--- src/verilog/sfpc_cfg.svh ---
// constants of the serial flash power, hold and reset controller
`ifndef SFPC_CFG_SVH
`define SFPC_CFG_SVH
// ==========================================================
// clock
`define SFPC_CLK_MHZ 40
// ==========================================================
// opcodes and confirmation byte
`define SFPC_OP_LEGACY_ID 8'h15
`define SFPC_OP_DEEP 8'hB9
`define SFPC_OP_RESUME 8'hAB
`define SFPC_OP_ULTRA 8'h79
`define SFPC_OP_RESET 8'hF0
`define SFPC_RESET_CONFIRM 8'hD0
`define SFPC_OP_WR_STAT2 8'h31
`define SFPC_OP_WR_EN 8'h06
// ==========================================================
// field positions and reset values
`define SFPC_RESET_CMD_ENABLE_BIT 4
`define SFPC_WEL_RST 1'b0
`define SFPC_RESET_CMD_ENABLE_RST 1'b0
`define SFPC_ID_BITS 5'h10
// ==========================================================
// times in ns; counts round down, being longest times
`define SFPC_DEEP_SLEEP_ENTRY_TIME_NS 3000
`define SFPC_DEEP_SLEEP_RESUME_TIME_NS 8000
`define SFPC_ULTRA_SLEEP_ENTRY_TIME_NS 3000
`define SFPC_ULTRA_SLEEP_EXIT_TIME_NS 70000
`define SFPC_SOFT_RESET_TIME_NS 30000
`define SFPC_DEEP_ENTRY_CYC ((`SFPC_DEEP_SLEEP_ENTRY_TIME_NS * `SFPC_CLK_MHZ) / 1000)
`define SFPC_DEEP_RESUME_CYC ((`SFPC_DEEP_SLEEP_RESUME_TIME_NS * `SFPC_CLK_MHZ) / 1000)
`define SFPC_ULTRA_ENTRY_CYC ((`SFPC_ULTRA_SLEEP_ENTRY_TIME_NS * `SFPC_CLK_MHZ) / 1000)
`define SFPC_ULTRA_EXIT_CYC ((`SFPC_ULTRA_SLEEP_EXIT_TIME_NS * `SFPC_CLK_MHZ) / 1000)
`define SFPC_SOFT_RESET_CYC ((`SFPC_SOFT_RESET_TIME_NS * `SFPC_CLK_MHZ) / 1000)
`endif

--- src/verilog/sfpc_pkg.sv ---
// types of the serial flash power, hold and reset controller
package sfpc_pkg;
  // ==========================================================
  // pin sample carried through the synchroniser
  typedef struct packed {
    logic cs_n;
    logic sck;
    logic si;
    logic hold_n;
    logic wp_n;
  } sfpc_pins_t;
  // ==========================================================
  // power state
  typedef enum logic [8:0] {
    ST_STANDBY     = 9'h001,
    ST_DEEP_ENTER  = 9'h002,
    ST_DEEP        = 9'h004,
    ST_DEEP_EXIT   = 9'h008,
    ST_ULTRA_ENTER = 9'h010,
    ST_ULTRA       = 9'h020,
    ST_ULTRA_WAKE  = 9'h040,
    ST_ULTRA_EXIT  = 9'h080,
    ST_RESET_WAIT  = 9'h100
  } sfpc_state_t;
endpackage
--- src/verilog/sfpc_ctrl.sv ---
// serial flash command control: legacy id, sleep modes, hold, soft reset
`include "sfpc_cfg.svh"
module sfpc_ctrl
  import sfpc_pkg::*;
#(
  parameter int         TMR_W    = 12,
  parameter logic [7:0] MFR_CODE = 8'h5A,  // arbitrary value
  parameter logic [7:0] DEV_CODE = 8'hC3   // arbitrary value
) (
  // clock and reset
  input  wire logic clk,
  input  wire logic rst_n,
  // serial pins
  input  wire logic cs_n,
  input  wire logic sck,
  input  wire logic si,
  input  wire logic hold_n,
  input  wire logic wp_n,
  output logic      so_out,
  output logic      so_oe,
  // array engine, same clock
  input  wire logic prog_busy,
  output logic      prog_abort,
  // status
  output logic      standby,
  output logic      deep_sleep,
  output logic      ultra_sleep,
  output logic      write_enable_latch,
  output logic      reset_cmd_enable,
  output logic      wp_active
);
  // ==========================================================
  // counts and checks
  localparam int EDPD_C = `SFPC_DEEP_ENTRY_CYC;
  localparam int RDPD_C = `SFPC_DEEP_RESUME_CYC;
  localparam int EUDPD_C = `SFPC_ULTRA_ENTRY_CYC;
  localparam int XUDPD_C = `SFPC_ULTRA_EXIT_CYC;
  localparam int SWRST_C = `SFPC_SOFT_RESET_CYC;
  localparam int EDPD_W = EDPD_C + 2;
  localparam int RDPD_W = RDPD_C + 2;
  localparam int EUDPD_W = EUDPD_C + 2;
  if (TMR_W < 1 || TMR_W > 31 || (1 << TMR_W) <= XUDPD_C || (1 << TMR_W) <= SWRST_C) begin : g_chk
    $error("TMR_W too small for the longest timed state");
  end

  // ==========================================================
  // pin synchroniser; s1 feeds s2 only
  sfpc_pins_t  pin_s1;
  sfpc_pins_t  pin_s2;
  logic        sck_d;
  logic        cs_d;
  logic        hold_reg;
  logic [2:0]  bit_reg;
  logic [1:0]  byte_reg;
  logic [6:0]  sh_reg;
  logic [7:0]  op_reg;
  logic [7:0]  data_reg;
  logic        ign_reg;
  logic [4:0]  id_cnt_reg;
  logic [15:0] id_sh_reg;
  logic        drive_reg;
  logic        so_reg;
  logic        so_oe_reg;
  sfpc_state_t st_reg;
  sfpc_state_t st_next;
  logic [TMR_W-1:0] tmr_reg;
  logic [TMR_W-1:0] tmr_next;
  logic        wel_reg;
  logic        reset_cmd_enable_reg;
  logic        abort_reg;
  logic        standby_reg;
  logic        deep_reg;
  logic        ultra_reg;
  logic        wp_reg;
  always_ff @(posedge clk) begin
    if (!rst_n) begin
      pin_s1 <= '{cs_n: 1'b1, sck: 1'b0, si: 1'b0, hold_n: 1'b1, wp_n: 1'b1};
      pin_s2 <= '{cs_n: 1'b1, sck: 1'b0, si: 1'b0, hold_n: 1'b1, wp_n: 1'b1};
    end else begin
      pin_s1 <= '{cs_n: cs_n, sck: sck, si: si, hold_n: hold_n, wp_n: wp_n};
      pin_s2 <= pin_s1;
    end
  end
  // ==========================================================
  // edges and pause; pause moves only while the clock is low, and ends at select release
  wire cs_act   = ~pin_s2.cs_n;
  wire cs_fall  = cs_act & ~cs_d;
  wire cs_rise  = ~cs_act & cs_d;
  wire hold_nx  = cs_act & (pin_s2.sck ? hold_reg : ~pin_s2.hold_n);
  wire sck_rise = cs_act & ~hold_reg & pin_s2.sck & ~sck_d;
  wire sck_fall = cs_act & ~hold_reg & ~pin_s2.sck & sck_d;
  // ==========================================================
  // byte assembly, msb first
  wire       byte_done = sck_rise & (bit_reg == 3'h7);
  wire [7:0] new_byte  = {sh_reg, pin_s2.si};
  wire       on_bound  = (bit_reg == 3'h0);
  wire       one_byte  = (byte_reg != 2'h0);
  wire       two_byte  = byte_reg[1];
  wire       op_ok     = one_byte & on_bound;
  wire       awake     = (st_reg == ST_STANDBY) & ~ign_reg;
  wire       cmd_end   = cs_rise & ~hold_reg;
  wire       hold_abort = cs_rise & hold_reg;
  wire [1:0] byte_inc  = (byte_reg == 2'h3) ? 2'h3 : byte_reg + 2'h1;
  always_ff @(posedge clk) begin
    if (!rst_n) begin
      sck_d <= 1'b0;
      cs_d <= 1'b0;
      hold_reg <= 1'b0;
      bit_reg <= 3'h0;
      byte_reg <= 2'h0;
      sh_reg <= 7'h00;
      op_reg <= 8'h00;
      data_reg <= 8'h00;
    end else begin
      sck_d <= pin_s2.sck;
      cs_d <= cs_act;
      hold_reg <= hold_nx;
      bit_reg <= cs_fall ? 3'h0 : (sck_rise ? bit_reg + 3'h1 : bit_reg);
      byte_reg <= cs_fall ? 2'h0 : (byte_done ? byte_inc : byte_reg);
      if (sck_rise) sh_reg <= new_byte[6:0];
      if (byte_done && byte_reg == 2'h0) op_reg <= new_byte;
      if (byte_done && byte_reg == 2'h1) data_reg <= new_byte;
    end
  end
  // ==========================================================
  // frames begun in a busy power state are ignored by the standby command decode and the legacy id
  wire ign_nx = cs_fall ? ~(st_reg inside {ST_STANDBY, ST_DEEP, ST_ULTRA}) :
                ((st_reg == ST_ULTRA_WAKE) & sck_rise) ? 1'b1 : ign_reg;
  always_ff @(posedge clk) begin
    if (!rst_n) ign_reg <= 1'b0;
    else ign_reg <= ign_nx;
  end
  // ==========================================================
  // command decode at select release; legacy id at the end of its opcode byte
  wire cmd_now    = awake & cmd_end;
  wire id_go      = awake & byte_done & (byte_reg == 2'h0) & (new_byte == `SFPC_OP_LEGACY_ID);
  wire deep_go    = cmd_now & (op_reg == `SFPC_OP_DEEP) & op_ok & ~prog_busy;
  wire ultra_go   = cmd_now & (op_reg == `SFPC_OP_ULTRA) & one_byte & ~prog_busy;
  wire rst_go     = cmd_now & (op_reg == `SFPC_OP_RESET) & two_byte & on_bound &
                    (data_reg == `SFPC_RESET_CONFIRM) & reset_cmd_enable_reg;
  wire resume_go  = (st_reg == ST_DEEP) & cmd_end & (op_reg == `SFPC_OP_RESUME) & op_ok;
  wire wren_go    = cmd_now & (op_reg == `SFPC_OP_WR_EN) & op_ok;
  wire wrs2_cmd   = cmd_now & (op_reg == `SFPC_OP_WR_STAT2) & one_byte;
  wire wrs2_go    = wrs2_cmd & two_byte & on_bound & wel_reg;
  // ==========================================================
  // power state machine with one shared timer
  wire tmr_zero = (tmr_reg == '0);
  wire [TMR_W-1:0] tmr_dec = tmr_reg - 1'b1;
  always_comb begin
    st_next = st_reg;
    tmr_next = tmr_zero ? tmr_reg : tmr_dec;
    unique case (st_reg)
      ST_STANDBY: begin
        if (deep_go) begin
          st_next = ST_DEEP_ENTER;
          tmr_next = TMR_W'(EDPD_C);
        end else if (ultra_go) begin
          st_next = ST_ULTRA_ENTER;
          tmr_next = TMR_W'(EUDPD_C);
        end else if (rst_go) begin
          st_next = ST_RESET_WAIT;
          tmr_next = TMR_W'(SWRST_C);
        end
      end
      ST_DEEP_ENTER: if (tmr_zero) st_next = ST_DEEP;
      ST_DEEP: begin
        if (resume_go) begin
          st_next = ST_DEEP_EXIT;
          tmr_next = TMR_W'(RDPD_C);
        end
      end
      ST_DEEP_EXIT: if (tmr_zero) st_next = ST_STANDBY;
      ST_ULTRA_ENTER: if (tmr_zero) st_next = ST_ULTRA;
      ST_ULTRA: begin
        if (cs_fall) begin
          st_next = ST_ULTRA_WAKE;
          tmr_next = TMR_W'(XUDPD_C);
        end
      end
      ST_ULTRA_WAKE: begin
        if (cs_rise) begin
          st_next = ST_ULTRA_EXIT;
          tmr_next = TMR_W'(XUDPD_C);
        end else if (tmr_zero) begin
          st_next = ST_STANDBY;
        end
      end
      ST_ULTRA_EXIT: if (tmr_zero) st_next = ST_STANDBY;
      ST_RESET_WAIT: if (tmr_zero) st_next = ST_STANDBY;
    endcase
  end
  // leaving ultra sleep restores power-on values
  wire ultra_done = (st_reg inside {ST_ULTRA_WAKE, ST_ULTRA_EXIT}) & (st_next == ST_STANDBY);
  wire wel_clr = rst_go | hold_abort | wrs2_cmd;
  wire wel_nx  = ultra_done ? `SFPC_WEL_RST : (wren_go ? 1'b1 : (wel_clr ? 1'b0 : wel_reg));
  wire reset_cmd_enable_nx = ultra_done ? `SFPC_RESET_CMD_ENABLE_RST : (wrs2_go ? data_reg[`SFPC_RESET_CMD_ENABLE_BIT] : reset_cmd_enable_reg);
  always_ff @(posedge clk) begin
    if (!rst_n) begin
      st_reg <= ST_STANDBY;
      tmr_reg <= '0;
      wel_reg <= `SFPC_WEL_RST;
      reset_cmd_enable_reg <= `SFPC_RESET_CMD_ENABLE_RST;
      abort_reg <= 1'b0;
      standby_reg <= 1'b0;
      deep_reg <= 1'b0;
      ultra_reg <= 1'b0;
      wp_reg <= 1'b0;
    end else begin
      st_reg <= st_next;
      tmr_reg <= tmr_next;
      wel_reg <= wel_nx;
      reset_cmd_enable_reg <= reset_cmd_enable_nx;
      abort_reg <= rst_go;
      standby_reg <= (st_next == ST_STANDBY) & ~cs_act & ~prog_busy;
      deep_reg <= (st_next == ST_DEEP);
      ultra_reg <= (st_next inside {ST_ULTRA, ST_ULTRA_WAKE});
      wp_reg <= ~pin_s2.wp_n;
    end
  end
  // ==========================================================
  // legacy id shifter; data changes on falling clock
  wire drive_nx = cs_act & (sck_fall ? (id_cnt_reg != 5'h00) : drive_reg);
  always_ff @(posedge clk) begin
    if (!rst_n) begin
      id_cnt_reg <= 5'h00;
      id_sh_reg <= 16'h0000;
      drive_reg <= 1'b0;
      so_reg <= 1'b0;
      so_oe_reg <= 1'b0;
    end else begin
      drive_reg <= drive_nx;
      so_oe_reg <= drive_nx & ~hold_nx;
      if (!cs_act) begin
        id_cnt_reg <= 5'h00;
      end else if (id_go) begin
        id_cnt_reg <= `SFPC_ID_BITS;
        id_sh_reg <= {MFR_CODE, DEV_CODE};
      end else if (sck_fall && id_cnt_reg != 5'h00) begin
        so_reg <= id_sh_reg[15];
        id_sh_reg <= {id_sh_reg[14:0], 1'b0};
        id_cnt_reg <= id_cnt_reg - 5'h01;
      end
    end
  end
  // ==========================================================
  // outputs
  assign so_out = so_reg;
  assign so_oe = so_oe_reg;
  assign prog_abort = abort_reg;
  assign standby = standby_reg;
  assign deep_sleep = deep_reg;
  assign ultra_sleep = ultra_reg;
  assign write_enable_latch = wel_reg;
  assign reset_cmd_enable = reset_cmd_enable_reg;
  assign wp_active = wp_reg;
endmodule  // sfpc_ctrl

--- config.mk ---
export PLATFORM = sky130hd
export DESIGN_NAME = sfpc_ctrl
export DESIGN_NICKNAME = d
export VERILOG_FILES = /design/src/verilog/sfpc_pkg.sv /design/src/verilog/sfpc_ctrl.sv
export VERILOG_INCLUDE_DIRS = /design/src /design/src/verilog
export SDC_FILE = /design/constraint.sdc
export NUM_CORES = 1
export LEC_CHECK = 0
export BUFFER_PORTS_ARGS = -buffer_cell sky130_fd_sc_hd__buf_2
export CAP_MARGIN = 0
export CORE_UTILIZATION = 40
export CTS_BUF_LIST = sky130_fd_sc_hd__clkbuf_8
export DETAILED_ROUTE_END_ITERATION = 10
export PLACE_DENSITY = 0.53
export REMOVE_ABC_BUFFERS = 1
export SLEW_MARGIN = 20
export SYNTH_ARGS = -nofsm -noshare
export SYNTH_HDL_FRONTEND = slang
export SYNTH_SLANG_ARGS = --single-unit
--- constraint.sdc ---
create_clock -name clk -period 2.99 [get_ports clk]
set_clock_uncertainty 0.15 [all_clocks]
set_input_delay 0.598 -clock clk [delete_from_list [all_inputs] [get_ports clk]]
set_output_delay 0.598 -clock clk [all_outputs]
set_load 0.1 [all_outputs]
Word level (Yosys, flattened, before mapping)
Cells that the tools add are included.
{"block": "op_classes", "add_sub_neg": 4, "n_eq_ne": 24, "muxes": 29, "bitwise": 59, "n_reduce_logical": 21}
{"op": "$mux W12", "n": 7}
{"op": "$mux W9", "n": 9}
{"op": "$pmux W9 S7", "n": 1}
{"op": "$pmux W12 S4", "n": 1}
{"op": "$and A1 B1 Y1", "n": 44}
{"op": "$eq A8 B8 Y1 const B", "n": 4}
{"op": "$mux W16", "n": 2}
{"op": "$eq A9 B1 Y1 const B", "n": 2}
{"op": "$eq A9 B3 Y1 const B", "n": 2}
{"op": "$eq A9 B6 Y1 const B", "n": 2}
{"op": "$eq A9 B7 Y1 const B", "n": 2}
{"op": "$not A1 Y1", "n": 13}
{"op": "$logic_not A12 Y1", "n": 1}
{"op": "$reduce_bool A2 Y1", "n": 6}
{"op": "$sub A12 B1 Y12 const B", "n": 1}
{"op": "$mux W5", "n": 2}
{"op": "$eq A9 B2 Y1 const B", "n": 1}
{"op": "$eq A9 B4 Y1 const B", "n": 1}
{"op": "$eq A9 B5 Y1 const B", "n": 1}
{"op": "$eq A9 B8 Y1 const B", "n": 1}
{"op": "$eq A9 B9 Y1 const B", "n": 1}
{"op": "$eq A8 B3 Y1 const B", "n": 1}
{"op": "$eq A8 B5 Y1 const B", "n": 1}
{"op": "$eq A8 B6 Y1 const B", "n": 1}
{"op": "other kinds (19)", "n": 30}
{"block": "totals", "register_bits": 94, "input_bits": 8, "out_inout_bits": 9}

Logic depth before layout (Yosys ltp)
{"block": "logic_depth", "word_depth": 15, "depth_mapped": 10, "depth_no_buf": 9}

Worst setup path after synthesis
OpenSTA, ideal clock, no wires.
{"block": "synth_timing", "kind": "register -> register", "from": "reg reset_cmd_enable_reg, in the netlist reset_cmd_enable", "to": "reg tmr_reg[8]", "arrival_ns": 2.538, "path_slack_ns": 0.181, "path_stages_with_launch": 8, "n_path_buf": 0, "period_less_slack_ns": 2.809, "path_cell_list": "dfxtp_1 > nor4bb_1 > nand2_1 > nor4_1 > nor3_1 > or4_4 > nand2_1 > a21oi_1"}
{"block": "synth_via", "elab_chain_len": 5}
{"element": "from (decl)", "line": "sfpc_ctrl.sv:69", "source": "logic reset_cmd_enable_reg;"}
{"element": "from (signal assigned)", "line": "sfpc_ctrl.sv:202", "source": "reset_cmd_enable_reg <= `SFPC_RESET_CMD_ENABLE_RST;"}
{"element": "from (signal assigned)", "line": "sfpc_ctrl.sv:212", "source": "reset_cmd_enable_reg <= reset_cmd_enable_nx;"}
{"element": "$and A1 B1 Y1", "line": "sfpc_ctrl.sv:139", "source": "wire rst_go = cmd_now & (op_reg == `SFPC_OP_RESET) & two_byte & on_bound &"}
{"element": "$mux W12", "line": "sfpc_ctrl.sv:160", "source": "end else if (rst_go) begin"}
{"element": "$mux W12", "line": "sfpc_ctrl.sv:157", "source": "end else if (ultra_go) begin"}
{"element": "$mux W12", "line": "sfpc_ctrl.sv:154", "source": "if (deep_go) begin"}
{"element": "$pmux W12 S4", "line": "sfpc_ctrl.sv:152", "source": "unique case (st_reg)"}
{"element": "to (signal assigned)", "line": "sfpc_ctrl.sv:210", "source": "tmr_reg <= tmr_next;"}
{"element": "to (decl)", "line": "sfpc_ctrl.sv:66", "source": "logic [TMR_W-1:0] tmr_reg;"}
No other way between the ends.
A chain may end at the register's enable or synchronous reset.

Worst setup path after layout
{"block": "layout_timing", "from": "reg byte_reg[0]", "to": "reg id_cnt_reg[1]"}
{"block": "layout_via", "elab_chain_len": 4}
{"element": "from (decl)", "line": "sfpc_ctrl.sv:54", "source": "logic [1:0] byte_reg;"}
{"element": "from (signal assigned)", "line": "sfpc_ctrl.sv:119", "source": "byte_reg <= cs_fall ? 2'h0 : (byte_done ? byte_inc : byte_reg);"}
{"element": "$logic_not A2 Y1", "line": "sfpc_ctrl.sv:136", "source": "wire id_go = awake & byte_done & (byte_reg == 2'h0) & (new_byte == `SFPC_OP_LEGACY_ID);"}
{"element": "$and A1 B1 Y1 (2 in series)", "line": "sfpc_ctrl.sv:136"}
{"element": "$reduce_or A3 Y1 (no source line)"}
{"element": "to (signal assigned)", "line": "sfpc_ctrl.sv:236", "source": "id_cnt_reg <= `SFPC_ID_BITS;"}
{"element": "to (signal assigned)", "line": "sfpc_ctrl.sv:241", "source": "id_cnt_reg <= id_cnt_reg - 5'h01;"}
{"element": "to (decl)", "line": "sfpc_ctrl.sv:59", "source": "logic [4:0] id_cnt_reg;"}
No other way between the ends.

==> reports/qor.yml <==
path_cells: "nor2_1 -> nand2_1 -> or4_2 -> nand2_1 -> a211oi_1"
grt_pass1_vias: 3584
synth_top_area_cell: "dfxtp_1"
p_switching_uw: 795.6
hpwl_um: 7575
synthCells: 526
antenna_cells: 0
grtUsageTotal: 0.1946
cts_htree_levels: 3
tightestPinTransition_ns: 0.7913
start_util: 0.4198
highest_layer: "met4"
grt_max_degree: 35
crit_fanout: 18
drt-initial-drc-count: 263
async_flop_share: 0
wl_per_cell_um: 15.38
synth_edf_count: 0
yosysWarnings: 0
syn_area_per_cell_sq_um: 8.387
crit_top_cell: "nand2_1"
power_uw: 2656
status: "finished, final reports clean"
drv_cap: 0
clock-sinks: 94
cts_root_buffer: "clkbuf_8"
clock.fmax_mhz: 354.5
drive_above_1_share: 0.1364
cts_tree: "done"
met3_length_um: 468
drc: 0
yosys-top-cells-area: "dfxtp_1, a21oi_1, nand2_1"
worst_path_max_delay_cell: "or4_2"
ys_top_cells_by_count: "dfxtp_1, nand2_1, nor2_1, a21oi_1, nand3_1"
antenna_found_initial: 0
critical-path-top-delay-family: "simple AND/OR/NAND/NOR gates"
pwr-share-comb: 0.195
grt_overflow: 0
drtPass1Iterations: 5
synth.cell_area_sq_um: 4412
swShare: 0.2995
worstPathRequired_ns: 3.08
num_rows: 37
critPathLaunchType: "flop"
io_buffers: 16
synth.distinct_cells: 64
synth_top_area_share: 0.4265
grt_pass1_wl_um: 17350
antenna_left: 0
core_area_sq_um: 10510
synthMostInstantiatedCell: "dfxtp_1"
post-route-min-period_ns: 2.821
crit_type: "flop to flop"
ys_seq_area_frac: 0.4265
rsz0062_at_grt: "false"
met2WireLength_um: 4982
setup_violations: 0
hp-class: "flop to flop"
critPathBufInv: 0
rr_startpoint: "byte_reg[0]"
pwr-share-seq: 0.517
crit_path_max_incr_delay_ns: 0.87
clk_pin_slew_ns: 0.09
power.share.clock: 0.288
relSlewSlack: 0.4705
cp-startpoint: "byte_reg[0]"
largest_register_ffs: 16
cts_buffers: 9
ctsHoldBuffers: 0
vias_per_cell: 5.481
worstPathArrival_ns: 2.91
dieHeight_um: 107.0
peakVddDrop_uv: 377.7
ios: 17
drv_slew: 0
min_from: "pin_s2[0]"
final.setup.tns_ns: 0
gp_congestion: 0.8943
synth-seq-cells: 94
met1_length_um: 4803
period_share: 0.9434
end_kind: "flop"
die_w_um: 107.0
hold_violations: 0
final_nets: 559
intPower_uw: 1861
p_leak_uw: 0.001872
synthFlopType: "dfxtp_1"
p_per_area_nw_per_um2: 544.9
clk-insertion-delay-late_ns: 0.37
area_growth_pct: 10.49
drt_wl_total_um: 10550
vias: 3760
die_area_sq_um: 11450
ctsLongestPathBuffers: 2
[logic make-up after synthesis]
logic type / count (synthesis) / share of synthesized area
AO/OA/AOI/OAI: 102 / 0.1327
XOR/XNOR: 16 / 0.03177
adder cells (fa/ha/maj): 6 / 0.01702
buffers and inverters: 44 / 0.04084
flip-flops: 94 / 0.4265
multiplexers: 12 / 0.02751
AND/OR/NAND/NOR: 252 / 0.3236
[stage by stage]
| step | instance area [sq um] | setup WS, ns | util | cells | hold slack, ns |
|---|---|---|---|---|---|
| 2_1_floorplan | 4295 | 0.1561 | - | 499 | 0.2127 |
| 3_3_place_gp | 4681 | 0.2500 | 0.4454 | 669 | 0.2239 |
| 3_5_place_dp | 4681 | 0.2633 | 0.4454 | 669 | 0.2256 |
| 4_1_cts | 4856 | 0.2561 | 0.4621 | 685 | 0.2376 |
| 5_1_grt | 4875 | 0.02529 | 0.4639 | 686 | 0.2371 |
| 6_report | 4875 | 0.1693 | 0.4639 | 686 | 0.2317 |
[cell usage in the layout (no fill, tap or decap), types with 12 or more instances in the layout]
| master | netlist | routed |
|---|---|---|
| a21oi_1 | 50 | 50 |
| buf_2 | 3 | 16 |
| inv_1 | 16 | 18 |
| dfxtp_1 | 94 | 94 |
| buf_4 | 1 | 19 |
| nand2_1 | 64 | 64 |
| o21ai_0 | 19 | 19 |
| and2_1 | 12 | 12 |
| nor2_1 | 51 | 51 |
| nand3_1 | 28 | 28 |
[per-layer routing]
metal	GRT usage	vias up
li1	-	1883
met1	0.2388	1777
met2	0.3217	78
met3	0.05471	22
met4	0.07534	0
met5	0	-
[cell type report]
type / instances / area [sq um]
clock buffers: 10 / 137.6
inverters: 17 / 63.81
fillers: 1039 / 5634
repair buffers: 35 / 222.7
multi-input cells: 388 / 2361
well taps: 136 / 170.2
clock inverters: 6 / 37.54
flip-flops and latches: 94 / 1882
[final timing paths]
kind | endpoint | slack, ns | cells after the start
setup / recovery | id_cnt_reg[1] | 0.17 | 5
hold / removal | wp_active | 0.23 | 1
setup reg to reg | id_cnt_reg[1] | 0.17 | 5
hold reg to reg | wp_active | 0.23 | 1
[power by group through the flow]
| stage | Clock [uW] | Combinational, uW | Sequential (uW) |
|---|---|---|---|
| final | 766 | 518 | 1370 |
| after global routing | 838 | 580 | 1380 |
| after CTS | 793 | 521 | 1370 |
| after detailed placement | 0 | 516 | 1400 |
| after global placement | 0 | 513 | 1400 |
| after floorplan | 0 | 357 | 1400 |
[what timing repair did]
item / 4_1_cts / 5_1_grt
endpoints found under the setup margin: 0 / 1
resized for setup: 0 / 2
buffers inserted: 0 / 1
No activity file was read; power rests on OpenSTA's default activity.
